==> src/hdl/uaf_pkg.sv <==
// Constants for the alternate address filter of the serial engine.
// Assumes an APB slave with 32-bit data and one register per word.
package uaf_pkg;

    // ----------------------------------------------------------------
    // Register indices; byte address is four times the index
    // ----------------------------------------------------------------
    localparam int ADDR_W = 18;
    localparam logic [15:0] IDX_LOCAL = 16'h7f92;
    localparam logic [15:0] IDX_STATUS = 16'h7f93;
    localparam logic [15:0] IDX_SECONDARY_ID_BIT_1 = 16'h7f99;
    localparam logic [15:0] IDX_SECONDARY_ID_BIT_2 = 16'h7f9e;
    localparam logic [15:0] IDX_SECONDARY_ID_BIT_3 = 16'h7f9f;
    localparam logic [15:0] IDX_IRQ_STAT = 16'h7fa0;
    localparam logic [15:0] IDX_IRQ_CLR = 16'h7fa1;
    localparam logic [15:0] IDX_IRQ_EN = 16'h7fa2;

    localparam logic [ADDR_W-1:0] ADR_LOCAL = {IDX_LOCAL, 2'b00};
    localparam logic [ADDR_W-1:0] ADR_STATUS = {IDX_STATUS, 2'b00};
    localparam logic [ADDR_W-1:0] ADR_SECONDARY_ID_BIT_1 = {IDX_SECONDARY_ID_BIT_1, 2'b00};
    localparam logic [ADDR_W-1:0] ADR_SECONDARY_ID_BIT_2 = {IDX_SECONDARY_ID_BIT_2, 2'b00};
    localparam logic [ADDR_W-1:0] ADR_SECONDARY_ID_BIT_3 = {IDX_SECONDARY_ID_BIT_3, 2'b00};
    localparam logic [ADDR_W-1:0] ADR_IRQ_STAT = {IDX_IRQ_STAT, 2'b00};
    localparam logic [ADDR_W-1:0] ADR_IRQ_CLR = {IDX_IRQ_CLR, 2'b00};
    localparam logic [ADDR_W-1:0] ADR_IRQ_EN = {IDX_IRQ_EN, 2'b00};

    // ----------------------------------------------------------------
    // Fields and reset values
    // ----------------------------------------------------------------
    localparam int ID_W = 7;
    localparam int EP_W = 4;
    localparam int ENABLE_BIT = 7;
    localparam int ERR_BIT = 7;
    localparam logic [7:0] ID_RESET = 8'h00;
    localparam int NUM_FILT = 4;

    // Endpoint groups per filter, top nibble first: alt 3, alt 2, alt 1, local
    localparam logic [15:0] GRP_LO = {4'hc, 4'h8, 4'h0, 4'h0};
    localparam logic [15:0] GRP_HI = {4'hf, 4'hb, 4'hf, 4'h3};
    localparam logic [3:0] COMP_MASK = 4'he;

    // Interrupt status bits
    localparam int IRQ_W = 2;
    localparam int IRQ_ACCEPT = 0;
    localparam int IRQ_ERROR = 1;

    // ----------------------------------------------------------------
    // Source of an accepted token
    // ----------------------------------------------------------------
    typedef enum logic [2:0] {
        SRC_NONE = 3'h0,
        SRC_LOCAL = 3'h1,
        SRC_SECONDARY_ID_BIT_1 = 3'h3,
        SRC_SECONDARY_ID_BIT_2 = 3'h2,
        SRC_SECONDARY_ID_BIT_3 = 3'h6
    } uaf_src_t;

endpackage : uaf_pkg

==> src/hdl/uaf_alt_address_filter.sv <==
// Token address filter of the serial engine with its APB registers.
// Assumes tokens and transaction ends come from engine logic on sys_clk.

`timescale 1ns/1ps
`default_nettype none

module uaf_alt_address_filter
    import uaf_pkg::*;
(
    input wire logic sys_clk,
    input wire logic nrst,
    input wire logic psel,
    input wire logic penable,
    input wire logic pwrite,
    input wire logic [ADDR_W-1:0] paddr,
    input wire logic [31:0] pwdata,
    output logic [31:0] prdata,
    output logic pready,
    output logic pslverr,
    input wire logic tokenValid,
    input wire logic [ID_W-1:0] tokenAddr,
    input wire logic [EP_W-1:0] tokenEndp,
    input wire logic txnDone,
    input wire logic txnError,
    output logic endpointAccept,
    output logic [EP_W-1:0] acceptEndp,
    output uaf_src_t acceptSource,
    output logic irq
);

    // ----------------------------------------------------------------
    // Bus decode
    // ----------------------------------------------------------------
    logic setupPhase;
    logic wrEn;
    logic mapped;
    logic [31:0] rdData_d;
    logic [31:0] prdata_q;

    logic [7:0] filtId_q [NUM_FILT];
    logic errFlag_q;
    logic [IRQ_W-1:0] irqStat_q;
    logic [IRQ_W-1:0] irqEn_q;
    logic [IRQ_W-1:0] irqEvent;
    logic [NUM_FILT-1:0] hit;
    logic [EP_W-1:0] effEndp [NUM_FILT];

    logic endpointAccept_q;
    logic [EP_W-1:0] acceptEndp_q;
    uaf_src_t acceptSource_q;
    uaf_src_t src_d;
    logic [EP_W-1:0] endp_d;

    assign setupPhase = psel && !penable;
    assign pready = 1'b1;
    assign wrEn = psel && penable && pwrite;

    always_comb begin
        mapped = 1'b1;
        case (paddr)
            ADR_LOCAL, ADR_STATUS, ADR_SECONDARY_ID_BIT_1, ADR_SECONDARY_ID_BIT_2, ADR_SECONDARY_ID_BIT_3,
            ADR_IRQ_STAT, ADR_IRQ_CLR, ADR_IRQ_EN: begin
                mapped = 1'b1;
            end
            default: begin
                mapped = 1'b0;
            end
        endcase
    end

    assign pslverr = psel && penable && !mapped;

    // ----------------------------------------------------------------
    // Address registers
    // ----------------------------------------------------------------
    always_ff @(posedge sys_clk or negedge nrst) begin
        if (!nrst) begin
            for (int i = 0; i < NUM_FILT; i++) begin
                filtId_q[i] <= ID_RESET;
            end
        end else if (wrEn) begin
            case (paddr)
                ADR_LOCAL: begin
                    filtId_q[0] <= {1'b0, pwdata[ID_W-1:0]};
                end
                ADR_SECONDARY_ID_BIT_1: begin
                    filtId_q[1] <= pwdata[7:0];
                end
                ADR_SECONDARY_ID_BIT_2: begin
                    filtId_q[2] <= pwdata[7:0];
                end
                ADR_SECONDARY_ID_BIT_3: begin
                    filtId_q[3] <= pwdata[7:0];
                end
                default: begin
                end
            endcase
        end
    end

    // ----------------------------------------------------------------
    // Filters
    // ----------------------------------------------------------------
    generate
        for (genvar g = 0; g < NUM_FILT; g++) begin : gFilt
            logic enabled;
            logic [EP_W-1:0] lo;
            logic [EP_W-1:0] hi;
            // Local address is always on; alternates need bit 7
            assign enabled = (g == 0) ? 1'b1 : filtId_q[g][ENABLE_BIT];
            assign lo = GRP_LO[g*EP_W +: EP_W];
            assign hi = GRP_HI[g*EP_W +: EP_W];
            assign effEndp[g] = COMP_MASK[g] ? ~tokenEndp : tokenEndp;
            assign hit[g] = enabled
                && (filtId_q[g][ID_W-1:0] == tokenAddr)
                && (effEndp[g] >= lo) && (effEndp[g] <= hi);
        end
    endgenerate

    // Fixed priority only matters if firmware gives two enabled filters the same address
    always_comb begin
        src_d = SRC_NONE;
        endp_d = tokenEndp;
        if (hit[0]) begin
            src_d = SRC_LOCAL;
            endp_d = effEndp[0];
        end else if (hit[1]) begin
            src_d = SRC_SECONDARY_ID_BIT_1;
            endp_d = effEndp[1];
        end else if (hit[2]) begin
            src_d = SRC_SECONDARY_ID_BIT_2;
            endp_d = effEndp[2];
        end else if (hit[3]) begin
            src_d = SRC_SECONDARY_ID_BIT_3;
            endp_d = effEndp[3];
        end
    end

    // ----------------------------------------------------------------
    // Accept output
    // ----------------------------------------------------------------
    always_ff @(posedge sys_clk or negedge nrst) begin
        if (!nrst) begin
            endpointAccept_q <= 1'b0;
            acceptEndp_q <= '0;
            acceptSource_q <= SRC_NONE;
        end else begin
            endpointAccept_q <= tokenValid && (|hit);
            if (tokenValid && (|hit)) begin
                acceptEndp_q <= endp_d;
                acceptSource_q <= src_d;
            end
        end
    end

    assign endpointAccept = endpointAccept_q;
    assign acceptEndp = acceptEndp_q;
    assign acceptSource = acceptSource_q;

    // ----------------------------------------------------------------
    // Engine status
    // ----------------------------------------------------------------
    always_ff @(posedge sys_clk or negedge nrst) begin
        if (!nrst) begin
            errFlag_q <= 1'b0;
        end else if (txnDone) begin
            errFlag_q <= txnError;
        end
    end

    // ----------------------------------------------------------------
    // Interrupts
    // ----------------------------------------------------------------
    assign irqEvent[IRQ_ACCEPT] = tokenValid && (|hit);
    assign irqEvent[IRQ_ERROR] = txnDone && txnError;

    always_ff @(posedge sys_clk or negedge nrst) begin
        if (!nrst) begin
            irqStat_q <= '0;
        end else if (wrEn && (paddr == ADR_IRQ_CLR)) begin
            irqStat_q <= (irqStat_q & ~pwdata[IRQ_W-1:0]) | irqEvent;
        end else begin
            irqStat_q <= irqStat_q | irqEvent;
        end
    end

    always_ff @(posedge sys_clk or negedge nrst) begin
        if (!nrst) begin
            irqEn_q <= '0;
        end else if (wrEn && (paddr == ADR_IRQ_EN)) begin
            irqEn_q <= pwdata[IRQ_W-1:0];
        end
    end

    assign irq = |(irqStat_q & irqEn_q);

    // ----------------------------------------------------------------
    // Read data
    // ----------------------------------------------------------------
    always_comb begin
        rdData_d = '0;
        case (paddr)
            ADR_LOCAL: begin
                rdData_d[7:0] = filtId_q[0];
            end
            ADR_STATUS: begin
                rdData_d[ERR_BIT] = errFlag_q;
            end
            ADR_SECONDARY_ID_BIT_1: begin
                rdData_d[7:0] = filtId_q[1];
            end
            ADR_SECONDARY_ID_BIT_2: begin
                rdData_d[7:0] = filtId_q[2];
            end
            ADR_SECONDARY_ID_BIT_3: begin
                rdData_d[7:0] = filtId_q[3];
            end
            ADR_IRQ_STAT: begin
                rdData_d[IRQ_W-1:0] = irqStat_q;
            end
            ADR_IRQ_EN: begin
                rdData_d[IRQ_W-1:0] = irqEn_q;
            end
            default: begin
                rdData_d = '0;
            end
        endcase
    end

    // Captured in the setup cycle, stands through the access cycle
    always_ff @(posedge sys_clk or negedge nrst) begin
        if (!nrst) begin
            prdata_q <= '0;
        end else if (setupPhase && !pwrite) begin
            prdata_q <= rdData_d;
        end
    end

    assign prdata = prdata_q;
endmodule : uaf_alt_address_filter

`default_nettype wire

==> config.mk <==
export PLATFORM = sky130hd
export DESIGN_NAME = uaf_alt_address_filter
export DESIGN_NICKNAME = d
export VERILOG_FILES = /design/src/hdl/uaf_pkg.sv /design/src/hdl/uaf_alt_address_filter.sv
export SDC_FILE = /design/constraint.sdc
export NUM_CORES = 1
export LEC_CHECK = 0
export ABC_AREA = 1
export BUFFER_PORTS_ARGS = -buffer_cell sky130_fd_sc_hd__buf_2
export CAP_MARGIN = 10
export CORE_AREA = 2 2 95 106
export DETAILED_ROUTE_END_ITERATION = 8
export DIE_AREA = 0 0 97 108
export PLACE_DENSITY = 0.65
export SYNTH_ARGS = -nofsm -noshare
export SYNTH_HDL_FRONTEND = slang
export SYNTH_SLANG_ARGS = --single-unit
==> constraint.sdc <==
create_clock -name sys_clk -period 2.5 [get_ports sys_clk]
set_input_delay 0.25 -clock sys_clk [delete_from_list [all_inputs] [get_ports sys_clk]]
set_output_delay 0.25 -clock sys_clk [all_outputs]
set_load 0.02 [all_outputs]
[Yosys cells after proc, flatten, opt, wreduce, memory -nomap -nowiden]
Index checks and enable logic that the tools add are counted.
Word-level totals
  bits in registers: 52
  word-level logic and storage cells: 79
Operators by class
  order comparisons: 7
  equal/unequal tests: 12
  mux-type cells: 13
  bitwise logic cells: 6
  reductions and logical operators: 30
Operators with widths (number)
  == test 18 x 17 -> 1 bit (second input constant): 8
  == test 7 bit: 4
  logical AND 1 bit: 20
  one-hot mux 5 bit (4 select lines): 1
  2-to-1 mux 4 bit: 4
  2-to-1 mux 3 bit: 4
  one-hot mux 2 bit (6 select lines): 1
  greater-or-equal comparator 4 x 1 -> 1 bit (second input constant): 2
  greater-or-equal comparator 4 bit (second input constant): 2
  <= comparator 4 bit (second input constant): 2
  AND reduction 2 bit: 4
  OR reduction 8 bit: 1
  AND 2 bit: 2
  <= comparator 4 x 2 -> 1 bit (second input constant): 1
  inverter 4 bit: 1
  bitwise OR 2 bit: 2
  one-hot mux 1 bit (4 select lines): 1
  OR reduction 4 bit: 1
  logical NOT 1 bit: 3
  2-to-1 mux 2 bit: 1
  inverter 2 bit: 1
  OR reduction 2 bit: 1
  2-to-1 mux 1 bit: 1

[Depth between registers and ports, before layout]
  word-level depth: 8
  mapped depth: 12
  depth with buffers taken out: 12

[Worst setup path after synthesis]
OpenSTA, ideal clock, no wires.
  kind: in2out
  start point: input port paddr[16]
  end point: output port pslverr
  data arrival time: 1.235 ns
  path slack: 1.015 ns
  cell stages on the path: 8
  path buffers: 1
  cells stage by stage: inv_1 -> nor2_2 -> buf_6 -> nand2_2 -> nor2_4 -> nand3_1 -> nand4_1 -> nor3_1
Between the ends
  longest elaborated chain between the ends: 5
  elaborated cells between the ends (all ways): 12
  classes of those cells: eq/ne: 8; mux: 1; reduce/logical: 3
RTL lines
  start, declared: RTL line uaf_alt_address_filter.sv:15  | input wire logic [ADDR_W-1:0] paddr,
  == test 18 x 17 -> 1 bit: RTL line uaf_alt_address_filter.sv:60  | case (paddr)
  OR reduction 8 bit (*): RTL line uaf_alt_address_filter.sv:60
  2-to-1 mux 1 bit (*): RTL line uaf_alt_address_filter.sv:60
  logical NOT 1 bit (*): RTL line uaf_alt_address_filter.sv:71  | assign pslverr = psel && penable && !mapped;
  logical AND 1 bit (*): RTL line uaf_alt_address_filter.sv:71
  end, declared: RTL line uaf_alt_address_filter.sv:19  | output logic pslverr,
Mark *: on every way between the ends. The rest lies on a longest branch, timed or not.

[Worst setup path after layout]
  start point: input port paddr[17]
  end point: output port pslverr
Same word-level chain as after synthesis.

==> impl_metrics.csv <==
group,metric,value,unit
yosys,syn_inst,511,
routing,wl_met3,443,um
finish,fillCellCount,975,
routing,wirelength_met1,3901,um
floorplan,ios,112,
global_route,grt_first_pass_wirelength,14590,um
placement,dp.cells,684,
yosys,ys_types,30,
sta,fin_skew,0.009955,ns
routing,top_layer,"met4",
clocking,clockRootBuffer,"clkbuf_8",
clocking,clock-sinks,52,
floorplan,core,9305,um2
global_route,overflow,0,
hold_path,whs_path_depth,2,
yosys,yosys_warnings,0,
hold_path,min_from,"txnDone",
critical_path,timing_worst_setup_path_type,"in -> out",
finish,layout.nets,644,
yosys,avgSynthCellArea,6.993,um2
floorplan,die_y,108,um
sta,tightest_slew,0.5142,ns
yosys,netlist_area,3573,um2
sta,drv_slew,0,
finish,final_cells,693,
floorplan,dieWidth,97,um
finish,syn2layout_area_growth,11.87,%
power,peakVddDrop,203.6,uV
sta,max_freq,0.5806,GHz
routing,ant_nets,0,
sta,hold_slack,0.1407,ns
hold_path,hold_path.class,"in -> reg",
critical_path,r2r_end,"acceptSource[0]",
global_route,antenna_found_initial,0,
yosys,synth_compound_area_share,8.263,%
clocking,clkTransAtPathRegs,0.09,ns
critical_path,critical_path.slowest_cell,"nor2_4",
routing,vias_per_cell,4.654,
clocking,cts_setup_buffers,0,
routing,routedWlPerCell,12.43,um
yosys,muxShareOfSynthArea,0,%
critical_path,path_cells,"buf_2 -> nor2_2 -> nand3_1 -> nor2_4 -> nand3_1 -> nand4_1 -> nor3_1 -> buf_2",
power,power,1.604,mW
yosys,synth_top_family_by_area,"simple AND/OR/NAND/NOR gates",
routing,vias,3225,
job,cap_viol_max_count,0,
sta,fin_setup_tns,0,ns
routing,drtPass1Iterations,4,
finish,drive_gt1_share,23.09,%
sta,rsz0062_at_grt,"no",
global_route,grt_pass1_vias,3172,
critical_path,critical_path_arrival,1.47,ns
floorplan,rows,37,
routing,initialDrtViolationCount,151,
floorplan,start_util,38.40,%
critical_path,end_kind,"output pin",
placement,gp_congestion,0.8580,
placement,portBuffers,62,
global_route,grtUsageTotal,17.19,%
finish,n_antenna_cell,0,
power,p_per_area,401.3,nW/um2
clocking,cts_max_level,2,
sta,max_slew_margin,65.53,%
routing,drc,0,
critical_path,cp.required,2.25,ns
clocking,cts-buffers-inserted,5,
critical_path,worstSetupStartpointType,"primary input",
yosys,synth-simple-area-share,40.02,%
critical_path,r2r_cells,11,
critical_path,r2r_slack,0.89,ns
power,p_leak,2.083,nW
yosys,ys_ff_latch,52,
hold_path,min_to,"errFlag_q",
critical_path,cp_slowest_stage_delay,0.27,ns
critical_path,critPathMaxFanout,9,
yosys,synthAdderAreaFrac,0,%
sta,period_needed,1.722,ns
finish,fin_util,42.96,%
run_status,status,"finished clean",
placement,hpwl,6731,um
clocking,clock_latency,0.32,ns
floorplan,die_area,10480,um2
critical_path,r2r-start,"filtId_q[27]",
sta,post-route-period-util,68.89,%
routing,finalWirelength,8612,um
yosys,yosysSeqAreaShare,36.41,%
routing,routed-wl-met2,4148,um
clocking,cts_tree,"built",
sta,hold_viol_final,0,
finish,mostFrequentLayoutCells,"175 x nand2_1, 67 x inv_1, 62 x buf_2, 52 x dfrtp_1, 42 x nand3_1",
finish,mostFrequentLayoutCell,"nand2_1",
clocking,clockBufferDepth,2,
global_route,grt_max_degree,27,
yosys,synth_xor_area_share,0.2451,%
sta,setup_viol,0,
critical_path,crit_start,"paddr[17]",
[worst max path at each step]
stage,endpoint,slack [ns]
final,pslverr,0.78
after floorplan,pslverr,1.02
after CTS,pslverr,0.75
after detailed placement,pslverr,0.76
after global placement,filtId_q[19],0.79
after global routing,acceptSource[0],0.66
[cell usage after synthesis]
cell / number / area share, %
nand2_1: 175 / 18
inv_1: 67 / 7.0
dfrtp_1: 52 / 36
nand3_1: 42 / 5.9
nor2_1: 32 / 3.4
buf_4: 25 / 5.3
o21ai_2: 19 / 4.7
nand4_1: 18 / 3.2
o21ai_0: 16 / 2.2
nor2_4: 9 / 2.8
inv_2: 8 / 0.84
nand2_2: 8 / 1.4
nor2_2: 7 / 1.2
o21ai_1: 5 / 0.70
buf_6: 4 / 1.3
a21oi_1: 3 / 0.42
nand3_4: 3 / 1.5
nor3_1: 3 / 0.42
clkbuf_1: 2 / 0.21
conb_1: 2 / 0.21
or2_2: 2 / 0.35
a22o_1: 1 / 0.25
and3_4: 1 / 0.32
buf_1: 1 / 0.10
buf_2: 1 / 0.14
nand2_4: 1 / 0.32
nand3_2: 1 / 0.28
nor3_2: 1 / 0.28
nor4_2: 1 / 0.35
xor2_1: 1 / 0.25
[final cells by class]
class                      instances  area (um2)  share of cell area [%]
multi-input combinational        374        1828                   45.73
sequential                        52        1301                   32.55
timing repair buffer              67       350.3                   8.764
inverter                          75       281.5                   7.042
tap                              117       146.4                   3.662
clock buffer                       8       90.09                   2.254
[worst max-delay path, delay by kind of cell]
family / cells / cell delay (ns)
buffers and inverters: 2 / 0.27
AND/OR/NAND/NOR: 6 / 0.94
[routing by layer]
layer	track usage, %	up-vias
met5	0	-
met4	6.640	0
met3	3.232	12
met2	30.11	86
met1	21.11	1457
li1	-	1670
[registers in the layout, summed over array words and instances, names as in the netlist]
name            flops
acceptSource        3
endpointAccept      1
prdata              8
acceptEndp          4
irqEn_q             2
irqStat_q           2
filtId_q           31
errFlag_q           1
[stage by stage]
stage          setup slack [ns]  instance area [um2]
6_report                 0.7777                 3998
5_1_grt                  0.6635                 3998
4_1_cts                  0.7524                 3998
3_5_place_dp             0.7559                 3897
3_3_place_gp             0.7880                 3897
2_1_floorplan             1.015                 3660
[power breakdown]
part,internal [mW],switching [mW]
clock,0.227,0.283
combinational,0.0692,0.169
sequential,0.851,0.00570
total,1.15,0.457
[kinds of logic after synthesis]
logic type                Yosys count
AOI/OAI and AO/OA                  44
DFF                                52
xor gates and xnor gates            1
buffers and inverters             108
other                               2
and+or+nand+nor                   304
[timing repair]
action,CTS,global route
hold endpoints to repair,16,0
gates resized for setup,0,0
hold buffers,1,0
Power figures use the tool's default switching activity.
